## config.mk

```make
export PLATFORM = sky130hd
export DESIGN_NAME = monitor_config_registers
export DESIGN_NICKNAME = d
export VERILOG_FILES = /design/src/core/monitor_pkg.sv /design/src/core/tach_divider.sv /design/src/core/monitor_config_registers.sv
export VERILOG_INCLUDE_DIRS = /design/src /design/src/core
export SDC_FILE = /design/constraint.sdc
export NUM_CORES = 1
export LEC_CHECK = 0
export ABC_AREA = 1
export CAP_MARGIN = 20
export CELL_PAD_IN_SITES_DETAIL_PLACEMENT = 0
export CELL_PAD_IN_SITES_GLOBAL_PLACEMENT = 1
export CORE_MARGIN = 1
export CORE_UTILIZATION = 46
export CTS_BUF_LIST = sky130_fd_sc_hd__clkbuf_4 sky130_fd_sc_hd__clkbuf_8 sky130_fd_sc_hd__clkbuf_16
export DETAILED_ROUTE_END_ITERATION = 10
export DONT_BUFFER_PORTS = 1
export PLACE_DENSITY = 0.83
export SYNTH_ARGS = -nofsm -noshare
export SYNTH_HDL_FRONTEND = slang
export SYNTH_SLANG_ARGS = --single-unit
```

## constraint.sdc

```tcl
create_clock -name clock -period 1.8 [get_ports clock]
set_input_delay 0 -clock clock [delete_from_list [all_inputs] [get_ports clock]]
set_output_delay 0 -clock clock [all_outputs]
set_load 0.01 [all_outputs]
```

## src/core/monitor_map.svh

```systemverilog
`ifndef MONITOR_MAP_SVH
`define MONITOR_MAP_SVH

// ==========================================================
// Register offsets
`define ADDR_STATUS_ONE 8'h41
`define ADDR_HOT_LIMIT 8'h39
`define ADDR_HYST_LIMIT 8'h3A
`define ADDR_INTRUSION_CLEAR 8'h46
`define ADDR_VOLTAGE_ID_FAN 8'h47
`define ADDR_SERIAL_ADDRESS 8'h48
`define ADDR_VOLTAGE_ID_HIGH 8'h49
`define ADDR_TEMP_CONFIG 8'h4B

// ==========================================================
// Field positions
`define INTRUSION_CLEAR_BIT 7
`define TEMP_ERROR_BIT 4
`define TEMP_NINTH_BIT 7

// ==========================================================
// Reset values
`define RESET_INTRUSION_CLEAR 8'h00
`define RESET_FAN_DIVISORS 4'h0
`define SERIAL_ADDRESS_PREFIX 6'h0B
`define RESET_SERIAL_ADDRESS 8'h2C
`define RESET_VOLTAGE_ID_HIGH 7'h40
`define RESET_TEMP_CONFIG 8'h01
`define RESET_HOT_LIMIT 8'h7F
`define RESET_HYST_LIMIT 8'h7F

// ==========================================================
// Timing
`define CLOCK_HZ 100000000
`define INTRUSION_PULSE_MS 20
`define INTRUSION_PULSE_CYCLES \
    ((`CLOCK_HZ / 1000) * `INTRUSION_PULSE_MS)
`define STRAP_SETTLE_CYCLES 2'h3

`endif

```

## src/core/monitor_pkg.sv

```systemverilog
package monitor_pkg;

    // ======================================================
    // Temperature interrupt modes, decoded from config bits 1:0
    typedef enum {
        temp_mode_default,
        temp_mode_one_time,
        temp_mode_comparator
    } temp_mode_type;

    // ======================================================
    // Register port request
    typedef struct packed {
        logic [7:0] addr;
        logic [7:0] wr_data;
        logic wr_en;
        logic rd_en;
    } reg_request_type;

    // ======================================================
    // Writable register contents
    typedef struct packed {
        logic intrusion_clear;
        logic [1:0] first_divisor;
        logic [1:0] second_divisor;
        logic [7:0] serial_address;
        logic [6:0] voltage_id_spare;
        logic [6:0] temp_config;
        logic [7:0] hot_limit;
        logic [7:0] hyst_limit;
    } reg_file_type;

    // ======================================================
    // Temperature measurement from the converter
    typedef struct packed {
        logic done;
        logic [8:0] value;
    } temp_sample_type;

endpackage

```

## src/core/tach_divider.sv

```systemverilog
`timescale 1ns/10ps
`include "monitor_map.svh"

module tach_divider
    import monitor_pkg::*;
(
    // Clock and reset
    input wire logic clock,
    input wire logic sys_rst,
    // Tach edges and divisor select
    input wire logic tach_edge,
    input wire logic [1:0] divisor_select,
    // Divided pulse
    output logic tach_pulse
);

    logic [2:0] edge_count;
    logic [2:0] next_edge_count;
    logic [1:0] divisor_active;
    logic [1:0] next_divisor_active;
    logic next_tach_pulse;

    // ======================================================
    // Divide by 1, 2, 4 or 8
    function automatic logic [2:0] divisor_top(input logic [1:0] sel);
        case (sel)
            2'h0: divisor_top = 3'h0;
            2'h1: divisor_top = 3'h1;
            2'h2: divisor_top = 3'h3;
            default: divisor_top = 3'h7;
        endcase
    endfunction

    always_comb begin
        next_edge_count = edge_count;
        next_divisor_active = divisor_active;
        next_tach_pulse = 1'b0;
        if (tach_edge) begin
            if (edge_count >= divisor_top(divisor_active)) begin
                next_edge_count = 3'h0;
                next_tach_pulse = 1'b1;
                // Divisor only changes at a period boundary
                next_divisor_active = divisor_select;
            end else begin
                next_edge_count = edge_count + 3'h1;
            end
        end
    end

    always_ff @(posedge clock) begin
        if (sys_rst) begin
            edge_count <= 3'h0;
            divisor_active <= 2'(`RESET_FAN_DIVISORS);
            tach_pulse <= 1'b0;
        end else begin
            edge_count <= next_edge_count;
            divisor_active <= next_divisor_active;
            tach_pulse <= next_tach_pulse;
        end
    end

endmodule

```

## src/core/monitor_config_registers.sv

```systemverilog
`timescale 1ns/10ps
`include "monitor_map.svh"

module monitor_config_registers
    import monitor_pkg::*;
#(
    parameter int unsigned INTRUSION_PULSE_CYCLES = `INTRUSION_PULSE_CYCLES
)
(
    // Clock and reset
    input wire logic clock,
    input wire logic sys_rst,
    // Register port from the two-wire interface
    input wire reg_request_type reg_request,
    output logic [7:0] reg_rd_data,
    // Serial address to the two-wire interface
    output logic [7:0] serial_bus_address,
    // Pins
    input wire logic [3:0] cpu_voltage_code,
    input wire logic cpu_voltage_code_bit4,
    input wire logic addr_select_low,
    input wire logic addr_select_high,
    input wire logic first_tach_input,
    input wire logic second_tach_input,
    input wire logic intrusion_detect_pin_in,
    output logic intrusion_detect_pin_out,
    output logic intrusion_detect_pin_oe,
    output logic intrusion_flag_clear,
    // Temperature converter
    input wire temp_sample_type temp_sample,
    // Monitor outputs
    output logic temp_error_flag,
    output logic system_mgmt_alert,
    output logic first_fan_pulse,
    output logic second_fan_pulse
);

    // ======================================================
    // Pin synchronisers: three stages, change accepted once
    // stages two and three agree
    localparam int PIN_COUNT = 10;
    logic [PIN_COUNT-1:0] pin_raw;
    logic [PIN_COUNT-1:0] sync_one;
    logic [PIN_COUNT-1:0] sync_two;
    logic [PIN_COUNT-1:0] sync_three;
    logic [PIN_COUNT-1:0] pin_level;
    logic [PIN_COUNT-1:0] next_pin_level;

    assign pin_raw = {intrusion_detect_pin_in, second_tach_input,
                      first_tach_input, addr_select_high,
                      addr_select_low, cpu_voltage_code_bit4,
                      cpu_voltage_code};

    always_comb begin
        next_pin_level = pin_level;
        for (int i = 0; i < PIN_COUNT; i++) begin
            if (sync_two[i] == sync_three[i]) begin
                next_pin_level[i] = sync_three[i];
            end
        end
    end

    always_ff @(posedge clock) begin
        if (sys_rst) begin
            sync_one <= '0;
            sync_two <= '0;
            sync_three <= '0;
            pin_level <= '0;
        end else begin
            sync_one <= pin_raw;
            sync_two <= sync_one;
            sync_three <= sync_two;
            pin_level <= next_pin_level;
        end
    end

    logic [3:0] voltage_code;
    logic voltage_code_bit4;
    logic [1:0] strap_level;
    logic [1:0] tach_level;
    logic [1:0] tach_prev;
    logic [1:0] tach_edge;

    assign voltage_code = pin_level[3:0];
    assign voltage_code_bit4 = pin_level[4];
    assign strap_level = pin_level[6:5];
    assign tach_level = pin_level[8:7];
    assign tach_edge = tach_level & ~tach_prev;

    always_ff @(posedge clock) begin
        if (sys_rst) begin
            tach_prev <= 2'h0;
        end else begin
            tach_prev <= tach_level;
        end
    end

    // ======================================================
    // Register file and intrusion pulse timer
    reg_file_type regs;
    reg_file_type next_regs;
    logic [31:0] pulse_count;
    logic [31:0] next_pulse_count;
    logic [2:0] strap_wait;
    logic [2:0] next_strap_wait;
    logic write_hit;

    function automatic logic hit(input reg_request_type req,
                                 input logic [7:0] offset);
        hit = req.addr == offset;
    endfunction

    assign write_hit = reg_request.wr_en;

    always_comb begin
        next_regs = regs;
        next_pulse_count = pulse_count;
        next_strap_wait = strap_wait;
        // Straps settle through the synchroniser before capture
        if (strap_wait != 3'h0) begin
            next_strap_wait = strap_wait - 3'h1;
            if (strap_wait == 3'h1) begin
                next_regs.serial_address =
                    {`SERIAL_ADDRESS_PREFIX, strap_level};
            end
        end
        if (write_hit) begin
            if (hit(reg_request, `ADDR_INTRUSION_CLEAR)) begin
                next_regs.intrusion_clear =
                    reg_request.wr_data[`INTRUSION_CLEAR_BIT];
            end
            if (hit(reg_request, `ADDR_VOLTAGE_ID_FAN)) begin
                // Bits 3:0 are pin readback and are not stored
                next_regs.first_divisor = reg_request.wr_data[5:4];
                next_regs.second_divisor = reg_request.wr_data[7:6];
            end
            if (hit(reg_request, `ADDR_SERIAL_ADDRESS)) begin
                next_regs.serial_address = reg_request.wr_data;
            end
            if (hit(reg_request, `ADDR_VOLTAGE_ID_HIGH)) begin
                next_regs.voltage_id_spare = reg_request.wr_data[7:1];
            end
            if (hit(reg_request, `ADDR_TEMP_CONFIG)) begin
                // Bit 7 is the ninth temperature bit, read only
                next_regs.temp_config = reg_request.wr_data[6:0];
            end
            if (hit(reg_request, `ADDR_HOT_LIMIT)) begin
                next_regs.hot_limit = reg_request.wr_data;
            end
            if (hit(reg_request, `ADDR_HYST_LIMIT)) begin
                next_regs.hyst_limit = reg_request.wr_data;
            end
        end
        // A write of one during a pulse does not restart it
        if (regs.intrusion_clear) begin
            if (pulse_count >= INTRUSION_PULSE_CYCLES - 1) begin
                next_pulse_count = 32'h0;
                next_regs.intrusion_clear = 1'b0;
            end else begin
                next_pulse_count = pulse_count + 32'h1;
            end
        end
    end

    always_ff @(posedge clock) begin
        if (sys_rst) begin
            regs.intrusion_clear <= 1'(`RESET_INTRUSION_CLEAR);
            regs.first_divisor <= 2'h0;
            regs.second_divisor <= 2'h0;
            regs.serial_address <= `RESET_SERIAL_ADDRESS;
            regs.voltage_id_spare <= `RESET_VOLTAGE_ID_HIGH;
            regs.temp_config <= 7'(`RESET_TEMP_CONFIG);
            regs.hot_limit <= `RESET_HOT_LIMIT;
            regs.hyst_limit <= `RESET_HYST_LIMIT;
            pulse_count <= 32'h0;
            strap_wait <= {1'b1, `STRAP_SETTLE_CYCLES};
        end else begin
            regs <= next_regs;
            pulse_count <= next_pulse_count;
            strap_wait <= next_strap_wait;
        end
    end

    // Open drain: only ever pulls low
    assign intrusion_detect_pin_out = 1'b0;
    assign intrusion_detect_pin_oe = regs.intrusion_clear;
    // Intrusion flag is cleared only by this pulse, never by a read
    assign intrusion_flag_clear = regs.intrusion_clear;
    assign serial_bus_address = regs.serial_address;

    // ======================================================
    // Temperature interrupt logic
    temp_mode_type temp_mode;
    logic status_read;
    logic above_hot;
    logic below_hyst;
    logic hot_latched;
    logic next_hot_latched;
    logic next_temp_error_flag;
    logic temp_set;
    logic temp_clear;
    logic [7:0] temp_whole;

    always_comb begin
        // Equal mode bits select the default mode
        case (regs.temp_config[1:0])
            2'h1: temp_mode = temp_mode_one_time;
            2'h2: temp_mode = temp_mode_comparator;
            default: temp_mode = temp_mode_default;
        endcase
    end

    // Two's complement temperature against signed limits
    assign temp_whole = temp_sample.value[8:1];
    assign above_hot = $signed(temp_whole) > $signed(regs.hot_limit);
    assign below_hyst = $signed(temp_whole) < $signed(regs.hyst_limit);
    assign status_read = reg_request.rd_en &&
                         hit(reg_request, `ADDR_STATUS_ONE);

    always_comb begin
        next_hot_latched = hot_latched;
        temp_set = 1'b0;
        temp_clear = status_read;
        if (temp_sample.done) begin
            case (temp_mode)
                temp_mode_default: begin
                    if (above_hot) begin
                        next_hot_latched = 1'b1;
                        temp_set = 1'b1;
                    end else if (below_hyst) begin
                        next_hot_latched = 1'b0;
                    end else if (hot_latched) begin
                        temp_set = 1'b1;
                    end
                end
                temp_mode_one_time: begin
                    if (!hot_latched && above_hot) begin
                        next_hot_latched = 1'b1;
                        temp_set = 1'b1;
                    end else if (hot_latched && below_hyst) begin
                        next_hot_latched = 1'b0;
                        temp_set = 1'b1;
                    end
                    // Any other conversion leaves the flag alone
                end
                temp_mode_comparator: begin
                    next_hot_latched = above_hot;
                    if (above_hot) begin
                        temp_set = 1'b1;
                    end else begin
                        temp_clear = 1'b1;
                    end
                end
                default: begin
                    next_hot_latched = 1'b0;
                end
            endcase
        end
        // Set wins over a clear in the same cycle
        if (temp_set) begin
            next_temp_error_flag = 1'b1;
        end else if (temp_clear) begin
            next_temp_error_flag = 1'b0;
        end else begin
            next_temp_error_flag = temp_error_flag;
        end
    end

    always_ff @(posedge clock) begin
        if (sys_rst) begin
            hot_latched <= 1'b0;
            temp_error_flag <= 1'b0;
        end else begin
            hot_latched <= next_hot_latched;
            temp_error_flag <= next_temp_error_flag;
        end
    end

    assign system_mgmt_alert = temp_error_flag &&
                               temp_mode == temp_mode_comparator;

    // ======================================================
    // Ninth temperature bit, held from the last conversion
    logic temp_ninth;
    logic next_temp_ninth;

    always_comb begin
        next_temp_ninth = temp_ninth;
        if (temp_sample.done) begin
            next_temp_ninth = temp_sample.value[0];
        end
    end

    always_ff @(posedge clock) begin
        if (sys_rst) begin
            temp_ninth <= 1'b0;
        end else begin
            temp_ninth <= next_temp_ninth;
        end
    end

    // ======================================================
    // Read data, registered one cycle after the request
    logic [7:0] next_reg_rd_data;

    always_comb begin
        next_reg_rd_data = reg_rd_data;
        if (reg_request.rd_en) begin
            case (reg_request.addr)
                `ADDR_STATUS_ONE: begin
                    next_reg_rd_data = 8'h00;
                    next_reg_rd_data[`TEMP_ERROR_BIT] =
                        temp_error_flag;
                end
                `ADDR_HOT_LIMIT: next_reg_rd_data = regs.hot_limit;
                `ADDR_HYST_LIMIT: next_reg_rd_data = regs.hyst_limit;
                `ADDR_INTRUSION_CLEAR: begin
                    next_reg_rd_data = {regs.intrusion_clear, 7'h00};
                end
                `ADDR_VOLTAGE_ID_FAN: begin
                    next_reg_rd_data = {regs.second_divisor,
                                        regs.first_divisor,
                                        voltage_code};
                end
                `ADDR_SERIAL_ADDRESS: begin
                    next_reg_rd_data = regs.serial_address;
                end
                `ADDR_VOLTAGE_ID_HIGH: begin
                    next_reg_rd_data = {regs.voltage_id_spare,
                                        voltage_code_bit4};
                end
                `ADDR_TEMP_CONFIG: begin
                    next_reg_rd_data = {temp_ninth,
                                        regs.temp_config};
                end
                default: next_reg_rd_data = 8'h00;
            endcase
        end
    end

    always_ff @(posedge clock) begin
        if (sys_rst) begin
            reg_rd_data <= 8'h00;
        end else begin
            reg_rd_data <= next_reg_rd_data;
        end
    end

    // ======================================================
    // Fan tach prescalers
    tach_divider first_divider (
        .clock(clock),
        .sys_rst(sys_rst),
        .tach_edge(tach_edge[0]),
        .divisor_select(regs.first_divisor),
        .tach_pulse(first_fan_pulse)
    );

    tach_divider second_divider (
        .clock(clock),
        .sys_rst(sys_rst),
        .tach_edge(tach_edge[1]),
        .divisor_select(regs.second_divisor),
        .tach_pulse(second_fan_pulse)
    );

endmodule

```

## After elaboration in Yosys (flattened, before gate mapping)

Cells that the tools add are included.

| cells by class | value |
|---|---|
| add/subtract/negate cells | 4 |
| order comparisons | 5 |
| eq/ne operators | 29 |
| multiplexer cells | 41 |
| bitwise operators | 4 |
| reductions and logical operators | 20 |

Operator list:

| operator | number |
|---|---|
| case mux 8 bit (8 select lines) | 1 |
| equality test 8 x 7 -> 1 bit, second input constant | 6 |
| 2-to-1 mux 43 bit | 1 |
| 2-to-1 mux 8 bit | 5 |
| adder 32 x 1 -> 32 bit, second input constant | 1 |
| equality test 32 x 1 -> 1 bit, second input constant | 1 |
| equality test 32 x 2 -> 1 bit, second input constant | 1 |
| equality test 32 x 3 -> 1 bit, second input constant | 1 |
| >= comparator 32 x 21 -> 1 bit, second input constant | 1 |
| zero test 32 bit | 1 |
| 2-to-1 mux 32 bit | 1 |
| 2-to-1 mux 1 bit | 21 |
| case mux 3 bit (3 select lines) | 2 |
| equality test 8 x 6 -> 1 bit, second input constant | 2 |
| 2-to-1 mux 7 bit | 2 |
| AND reduction 2 bit | 7 |
| 2-to-1 mux 3 bit | 4 |
| equality test 1 bit | 9 |
| > comparator 8 bit | 1 |
| less-than comparator 8 bit | 1 |
| adder 3 x 1 -> 3 bit, second input constant | 2 |
| equality test 2 x 1 -> 1 bit, second input constant | 3 |
| equality test 2 bit, second input constant | 3 |
| >= comparator 3 bit | 2 |
| other kinds (16) | 24 |

| word-level totals | value |
|---|---|
| bits in registers | 139 |
| bits of input ports | 40 |
| output and inout port bits | 23 |
| word-level logic and storage cells | 136 |

## Logic depth before layout (Yosys ltp)

Gate-level depths: netlist (run 1).

| depth | value |
|---|---|
| word-level depth | 7 |
| mapped depth | 16 |
| gate-level depth less buffers | 16 |

## Cells and area by module

Synthesis (run 1) repeated with hierarchy kept, for this count alone.

| unflattened totals | value |
|---|---|
| cell total of the unflattened synthesis | 821 |
| area total of the unflattened synthesis | 6,327.3 µm² |

By module, submodules not included:

| module | instances | cells each | area an instance (µm²) | sequential area each (µm²) |
|---|---|---|---|---|
| monitor_config_registers | 1 | 743 | 5,644.2 | 2,542.4 |
| tach_divider | 2 | 39 | 341.6 | 120.1 |

## Worst setup path before layout (run 1)

No wires, ideal clock.

| path | value |
|---|---|
| path type | register to register |
| from | reg regs[15] in the netlist's numbering |
| to | reg hot_latched |
| library setup time | 115 ps |
| arrival | 1,521 ps |
| data required time | 1,685 ps |
| slack | 164 ps |
| stages on the path, launching flop included | 14 |
| buffers on the path | 0 |
| period minus slack after synthesis | 1,636 ps |
| path through | dfxtp_1 -> inv_1 -> ha_1 -> a21oi_1 -> o21a_1 -> nand2_1 -> nand2_1 -> nand3_1 -> nand2_1 -> nor2_1 -> nor2_1 -> nand3_1 -> nand2_1 -> nor2_1 |

| between the ends | value |
|---|---|
| cells in the longest elaborated chain, start to end | 4 |
| elaborated cells between the ends (all ways) | 8 |
| those cells by class | order compare: 1; eq/ne: 2; mux: 3; reduce/logical: 2 |

RTL lines:

| item | RTL line | RTL |
|---|---|---|
| start: declaration | monitor_config_registers.sv:100 | `reg_file_type regs;` |
| start signal: assignment | monitor_config_registers.sv:178 | `regs <= next_regs;` |
| > comparator 8 bit * | monitor_config_registers.sv:215 | `assign above_hot = $signed(temp_whole) > $signed(regs.hot_limit);` |
| logical AND 1 bit | monitor_config_registers.sv:237 | `if (!hot_latched && above_hot) begin` |
| != test 3 bit (no line) / 2-to-1 mux 1 bit (equally long branches) | - |  |
| AND reduction 3 bit (no line) / case mux 1 bit (3 select lines) (equally long branches) | - |  |
| end signal: assignment | monitor_config_registers.sv:274 | `hot_latched <= next_hot_latched;` |
| end: declaration | monitor_config_registers.sv:197 | `logic hot_latched;` |

Every way passes the cells marked *; elsewhere a longest branch is shown, timed or not.
A chain may end at the register's enable or synchronous reset.

## Worst setup path in the final report (run 1)

Same ends and word-level chain as after synthesis.

==> summary.md, run 1 <==
| Metric | Value |
|---|---|
| Outcome | `finished, final reports clean` |
| Worst-path clk slew | `0.06 ns` |
| Initial core utilization | `0.480` |
| Period utilization | `0.981` |
| Post-synthesis sequential area ratio | `0.450` |
| Root buf cell | `clkbuf_16` |
| Type of origin of the critical path | `flop` |
| Power, Total | `just over 7 mW` |
| Grt ovf | `0` |
| CP max FO | `4` |
| Final ANT Viol Nets | `0` |
| Worst EP arrival | `approximately 2.1 ns` |
| Placed cell count | `around 980` |
| First-pass GRT wire length | `approximately 24000 µm` |
| Post-synth EDFFs | `0` |
| Leak | `3.22 nW` |
| Critical R2R Launch | `regs[15]` |
| Row count | `between 40 and 50` |
| Crit Path Class | `reg -> reg` |
| Layout cells sized above 1 | `0.135` |
| Via count | `approximately 5300` |
| Crit end category | `flop` |
| Mapped Area | `between 0.006 and 0.007 mm²` |
| Dominant cell type by area after synthesis | `dfxtp_1` |
| Worst Hold Depth | `5` |
| Dpl ws | `-0.0516 ns` |
| Fill cells | `1191` |
| Hold_ws | `~0.024 ns` |
| Largest net degree at the start of global routing | `73` |
| Worst skew pair latency | `around 0.43 ns` |
| Vias in the first global route | `5153` |
| Worst reg2reg setup slack | `between 0.03 and 0.04 ns` |
| Path category of the worst min-delay check | `in -> reg` |
| H-tree level count | `4` |
| PwrDens | `around 960 mW/mm²` |
| Worst rel slew slack | `0.640` |
| # diodes | `0` |
| Peak VDD IR | `roughly 0.72 mV` |
| Most frequent cell after synthesis | `dfxtp_1` |
| CTS Sinks | `around 140` |
| Post-synth top area share | `0.450` |
| FF+latch count, synth | `~140` |
| Max cap viols | `0` |
| R2R Path End | `hot_latched` |
| Number of buffers on the longest clock path | `2` |
| Die Ht | `around 120 µm` |
| Commonest cells post-synth | `dfxtp_1 (139), nand2_1 (137), inv_1 (127), nor2_1 (97), a21oi_1 (71)` |
| R2r worst-path depth | `13` |
| Gr usage total | `0.224` |
| Worst path most repeated cell | `nand2_2` |
| WP data required | `~2.1 ns` |
| Crit path capture | `hot_latched` |
| Crit path from | `regs[15]` |
| HPWL Detailed | `~10000 µm` |
| Synth area leaders | `dfxtp_1 (45%), nand2_1 (8.3%), inv_1 (7.7%)` |
| Cells after Synth | `823` |
| Cell variety after synth | `37` |
| CTS tree | `done` |
| Number of vias per cell | `a little over 5` |
| Mean Syn Cell Area | `roughly 7.5 µm²` |
| Final nets | `928` |
| Final Core Density | `0.583` |
| Max-slew violation count | `0` |
| Crit path largest cell delay | `0.34 ns` |
| Drt wl/cell | `about 14 µm` |
| Tmin final | `~1.8 ns` |
| Area after DPL | `0.00635 mm²` |
| Tightest Pin Transition | `0.538 ns` |
| Setup clock skew after layout | `around 0.0066 ns` |
| FMAX | `0.566 GHz` |
| Gpl congestion | `between 0.9 and 1` |
| Final hold vios | `0` |
| Post-synth net total | `893` |
| # IOs | `63` |
| CTS Buf Count | `17` |
| DRT Pass-1 Iters | `5` |
| Crit path cell chain | `inv_2 -> ha_4 -> a21oi_2 -> o21a_1 -> nand2_2 -> nand2_2 -> nand3_4 -> nand2_2 -> nor2_2 -> nor2_1 -> nand3_1 -> nand2_1 -> nor2_1` |
| Die footprint | `0.0139 mm²` |
| Post-layout instance area | `0.00750 mm²` |
| Fraction of registers with async set/reset | `0` |
| Unrepaired setup endpoints after global routing | `true` |
| Antenna violations before repair | `0` |
| Critical path's slowest cell | `dfxtp_2` |
| Setup ws final | `between 0.03 and 0.04 ns` |
| Final setup violation count | `0` |
| Chip Width | `approximately 120 µm` |
| Final WL | `between 10000 and 15000 µm` |
| Synth Flop Type | `dfxtp_1` |
| # DRC | `0` |
| Setup TNS | `0 ns` |
| DRT iter0 DRCs | `about 340` |
| Non-Filler Instances | `1043` |
| Synth warn | `0` |
| Port bufs | `0` |
| Area Growth Syn to Fin | `21.3%` |
| Core ar. | `roughly 0.013 mm²` |
## worst min-delay path by stage
stage	from	to	slack (ns)
finish	reg_request[13]	intrusion_detect_pin_oe	0.02
global route	reg_request[13]	intrusion_detect_pin_oe	0.08
CTS	reg_request[13]	regs[29]	0.001
detailed placement	sys_rst	reg_rd_data[4]	0.09
global placement	sys_rst	reg_rd_data[5]	0.09
floorplan	cpu_voltage_code[0]	sync_one[0]	0.11
## flip-flops by register name, summed over array words and instances (netlist names)
signal / count
first_divider.tach_pulse: 1
pulse_count: 32
sync_three: 9
first_divider.divisor_active: 2
temp_ninth: 1
sync_one: 9
sync_two: 9
pin_level: 9
tach_prev: 2
second_divider.tach_pulse: 1
second_divider.divisor_active: 2
strap_wait: 3
temp_error_flag: 1
reg_rd_data: 8
intrusion_detect_pin_oe: 1
serial_bus_address: 8
first_divider.edge_count: 3
regs: 34
hot_latched: 1
second_divider.edge_count: 3
## final cells by class
cell class                      instances  area [µm²]  area share
Multi-Input combinational cell        520        2920       0.389
Sequential cell                       139        2790       0.372
Inverter                              133         499      0.0665
Timing Repair Buffer                   47         448      0.0597
Clock buffer                           18         433      0.0577
Tap cell                              172         215      0.0287
Clock inverter                         14         196      0.0262
## cells by family after synthesis
family / after synthesis / synth area share
compound gates: 173 / 0.155
xor+xnor: 14 / 0.0198
fa+ha+maj: 30 / 0.0607
buf+inv: 164 / 0.107
flops: 139 / 0.450
other cells: 1 / 0.000606
simple gates: 302 / 0.207
## critical path: cells and delay by family (launching register included)
kind / cells / cell delay, ns
AND/OR/NAND/NOR: 9 / 0.72
buffers and inverters: 1 / 0.05
flip-flops: 1 / 0.34
adder cells (fa/ha/maj): 1 / 0.23
AO/OA/AOI/OAI: 2 / 0.30
## layer usage
| layer | part of all wire | vias up | global-route usage | wire length (µm) |
|---|---|---|---|---|
| li1 | - | 2726 | - | - |
| met1 | 0.46 | 2478 | 0.271 | 6800 |
| met2 | 0.46 | 120 | 0.364 | 6760 |
| met3 | 0.057 | 25 | 0.0746 | 840 |
| met4 | 0.023 | 0 | 0.0873 | 340 |
| met5 | 0 | - | 0 | 0 |
## power breakdown
group | internal [mW] | total, mW | switching, mW | leakage (nW)
Sequential | 3.12 | 3.14 | 0.0235 | 1.13
Combinational | 0.135 | 0.333 | 0.198 | 1.80
Clock | 2.34 | 3.70 | 1.36 | 0.300
Total | 5.59 | 7.18 | 1.59 | 3.22
## cell usage in the layout, fill, tap and decap left out, drive strengths merged
cell / count
a211oi: 7
a21oi: 72
a31oi: 1
buf: 20
bufinv: 4
clkbuf: 18
clkinv: 7
clkinvlp: 3
conb: 1
dfxtp: 139
dlygate4sd3: 27
ha: 30
inv: 133
nand2: 139
nand3: 31
nand3b: 1
nand4: 8
nor2: 102
nor3: 15
nor4: 3
o211ai: 8
o21a: 2
o21ai: 55
o21bai: 2
o22ai: 18
o31ai: 8
or2: 3
xnor2: 2
xor2: 12
## what timing repair did
action,4_1_cts,5_1_grt
hold buffers,28,0
hold endpoints to repair,111,0
setup buffers,0,4
endpoints found under the setup margin,2,22
pin swaps,0,20
gates resized for setup,2,51
Power figures use the tool's default switching activity.
==> run 2, diff against run 1 <==
--- a/config.mk
+++ b/config.mk
@@ -11,11 +11,12 @@
 export CELL_PAD_IN_SITES_DETAIL_PLACEMENT = 0
 export CELL_PAD_IN_SITES_GLOBAL_PLACEMENT = 1
 export CORE_MARGIN = 1
-export CORE_UTILIZATION = 46
+export CORE_UTILIZATION = 47
 export CTS_BUF_LIST = sky130_fd_sc_hd__clkbuf_4 sky130_fd_sc_hd__clkbuf_8 sky130_fd_sc_hd__clkbuf_16
 export DETAILED_ROUTE_END_ITERATION = 10
 export DONT_BUFFER_PORTS = 1
-export PLACE_DENSITY = 0.83
+export PLACE_DENSITY = 0.84
 export SYNTH_ARGS = -nofsm -noshare
 export SYNTH_HDL_FRONTEND = slang
+export SYNTH_HIERARCHICAL = 1
 export SYNTH_SLANG_ARGS = --single-unit
==> summary.md, run 2 <==
| Metric | Value |
|---|---|
| Die Ht | `118 µm (about the same)` |
| Die footprint | `0.0139 mm² (+0.13%)` |
| Grt ovf | `0 (unchanged)` |
| Worst reg2reg setup slack | `0.07 ns (+0.04 ns)` |
| Crit end category | `flop` |
| Number of vias per cell | `4.96 (-3.3%)` |
| R2R Path End | `hot_latched` |
| Simple-gate area share of the yosys netlist | `0.237 (+0.0301)` |
| CTS Sinks | `139 (unchanged)` |
| Most frequent cells in the layout | `dfxtp_1 (132), nand2_1 (124), inv_1 (105), nor2_1 (90), a21oi_1 (48)` |
| Critical R2R Launch | `regs[9]` |
| Adder-cell area share of the yosys netlist | `0.0593 (-0.00137)` |
| HPWL Detailed | `10100 µm (-3.0%)` |
| Vias in the first global route | `4890 (-5.1%)` |
| Path category of the worst min-delay check | `in -> reg` |
| Crit path from | `regs[9]` |
| Chip Width | `118 µm (about the same)` |
| Largest regs | `regs: 34 flops, pulse_count: 32 flops` |
| Largest register by flop count | `regs` |
| Core ar. | `0.0132 mm² (+2.4%)` |
| Cell variety after synth | `42 (+14%)` |
| Via count | `5199 (-2.8%)` |
| Antenna violations before repair | `0 (unchanged)` |
| Non-Filler Instances | `1048 (+0.48%)` |
| H-tree level count | `4 (unchanged)` |
| FMAX | `0.579 GHz (+2.2%)` |
| Post-synthesis sequential area ratio | `0.440 (-0.0101)` |
| Number of buffers on the longest clock path | `2 (unchanged)` |
| Mapped Area | `0.00633 mm² (+2.3%)` |
| PwrDens | `896 mW/mm² (-6.3%)` |
| Mean Syn Cell Area | `7.71 µm² (+2.6%)` |
| # DRC | `0 (unchanged)` |
| Worst-path clk slew | `0.06 ns (about the same)` |
| Unrepaired setup endpoints after global routing | `true` |
| DRT iter0 DRCs | `298 (-13%)` |
| Outcome | `finished, final reports clean` |
| Worst Hold Depth | `6 (+1)` |
| Dpl ws | `-0.0517 ns (-0.000135 ns)` |
| CP max FO | `4 (unchanged)` |
| Initial core utilization | `0.480 (-0.000622)` |
| Hold_ws | `0.0306 ns (+0.00666 ns)` |
| Most frequent cell after synthesis | `dfxtp_1` |
| Max-slew violation count | `0 (unchanged)` |
| Setup TNS | `0 ns (unchanged)` |
| FF+latch count, synth | `139 (unchanged)` |
| DRT Pass-1 Iters | `5 (unchanged)` |
| Commonest cells post-synth | `dfxtp_1 (139), nand2_1 (133), inv_1 (116), nor2_1 (93), a21oi_1 (53)` |
| Period utilization | `0.959 (-0.0215)` |
| Row count | `42 (+2.4%)` |
| Area Growth Syn to Fin | `21.0%` |
| Peak VDD IR | `0.584 mV (-19%)` |
| Port bufs | `0 (unchanged)` |
| Tmin final | `1.73 ns (-0.0387 ns)` |
| Max cap viols | `0 (unchanged)` |
| CTS Buf Count | `17 (unchanged)` |
| Final WL | `14400 µm (-2.0%)` |
| Setup clock skew after layout | `0.00619 ns (-0.000445 ns)` |
| Post-synth net total | `891 (-0.22%)` |
| Compound-Gate Fraction of Synth Area | `0.135 (-0.0199)` |
| Layout cells sized above 1 | `0.174 (+0.0388)` |
| Final nets | `929 (+0.11%)` |
| Mux share of post-synthesis cell area | `0.00316 (+0.00316)` |
| Final setup violation count | `0 (unchanged)` |
| Largest net degree at the start of global routing | `75 (+2.7%)` |
| CTS tree | `done` |
| Dominant cell type by area after synthesis | `dfxtp_1` |
| Beginning of the worst hold path | `reg_request[13]` |
| Final Core Density | `0.581 (-0.00230)` |
| Synth area leaders | `dfxtp_1 (44%), nand2_1 (7.9%), inv_1 (6.9%)` |
| # IOs | `63 (unchanged)` |
| Placed cell count | `976 (-0.31%)` |
| Worst EP arrival | `2.05 ns (-0.03 ns)` |
| First-pass GRT wire length | `23300 µm (-4.7%)` |
| Leak | `3.31 nW (+2.6%)` |
| Gr usage total | `0.213 (-0.0105)` |
| Synth warn | `6 (+6)` |
| Hold Path End | `intrusion_detect_pin_oe` |
| Final ANT Viol Nets | `0 (unchanged)` |
| Crit Path Class | `reg -> reg` |
| Type of origin of the critical path | `flop` |
| Cells after Synth | `821 (-0.24%)` |
| Xor/xnor share of the synthesized area | `0.0221 (+0.00232)` |
| Drt wl/cell | `13.8 µm (-2.5%)` |
| WP data required | `2.12 ns (about the same)` |
| Root buf cell | `clkbuf_16` |
| Setup ws final | `0.0733 ns (+0.0387 ns)` |
| Combinational family with the most area after synthesis | `simple AND/OR/NAND/NOR gates` |
| Commonest non-fill, non-tap cell in the layout | `dfxtp_1` |
| # diodes | `0 (unchanged)` |
| Fill cells | `1199 (+0.67%)` |
| Post-synth top area share | `0.440 (-0.0101)` |
| Post-synth EDFFs | `0 (unchanged)` |
| Largest register FFs | `34 (unchanged)` |
| R2r worst-path depth | `15 (+2)` |
| Gpl congestion | `0.851 (-5.9%)` |
| Synth Flop Type | `dfxtp_1` |
| Final hold vios | `0 (unchanged)` |
| Fraction of registers with async set/reset | `0 (unchanged)` |
| Worst skew pair latency | `0.43 ns (about the same)` |
## run 2: kinds of logic after synthesis
family	count (synthesis)
AOI/OAI and AO/OA	147
xor gates and xnor gates	16
adders and majority gates	30
buffers and inverters	158
DFF	139
muxes	2
other	1
and+or+nand+nor	328
## run 2: repair_timing
item | CTS | global route
pin swaps | 0 | 18
hold buffers | 30 | 0
buffers inserted | 0 | 10
cloned | 0 | 0
endpoints found under the setup margin | 1 | 24
gates resized for setup | 3 | 53
endpoints found under the hold margin | 116 | 0
## run 2: how the worst max path moves through the flow
stage                              to  depth (start not counted)  slack (ns)
after global routing      hot_latched                         15       -0.06
after CTS                 hot_latched                         12        0.01
final                     hot_latched                         15        0.07
after global placement    hot_latched                         13        0.05
after floorplan           hot_latched                         13        0.18
after detailed placement  hot_latched                         13       -0.05
## run 2: critical path, cell delays in order, from the launching register on
cell and delay [ns]:
dfxtp_2 0.32, inv_2 0.05, ha_4 0.26, inv_1 0.03, o21bai_1 0.11, nand2_1 0.06
nand2_1 0.07, nand2_2 0.06, nand2_1 0.07, nand2_2 0.08, nand3_4 0.10, nand2_2 0.07
nor2_4 0.13, nor2_4 0.05, a21oi_2 0.11, nor2_1 0.05
## run 2: cell type report
cell class / instances / area (µm²) / share of cell area
Timing Repair Buffer: 51 / 488 / 0.0637
Tap cell: 176 / 220 / 0.0288
Clock buffer: 22 / 488 / 0.0637
Sequential cell: 139 / 2790 / 0.365
Multi-Input combinational cell: 524 / 3110 / 0.406
Clock inverter: 10 / 90.1 / 0.0118
Inverter: 126 / 473 / 0.0618
## run 2: metal layers
metal	vias up	global-route usage	share of wire
met5	-	0	0
met1	2363	0.259	0.46
met4	0	0.123	0.023
met2	87	0.339	0.47
met3	23	0.0562	0.046
li1	2726	-	-
## run 2: power breakdown
group | internal [mW] | switching [mW] | leakage (nW)
sequential | 3.12 | 0.0224 | 1.13
clock | 2.05 | 1.32 | 0.282
combinational | 0.139 | 0.211 | 1.90
total | 5.31 | 1.55 | 3.31
## run 2: per-stage QoR
stage / area, µm² / power [mW]
final: 7660 / 6.86
after global routing: 7660 / 7.11
after floorplan: 6330 / 3.39
after global placement: 6460 / 3.41
after CTS: 7380 / 6.89
after detailed placement: 6460 / 3.42
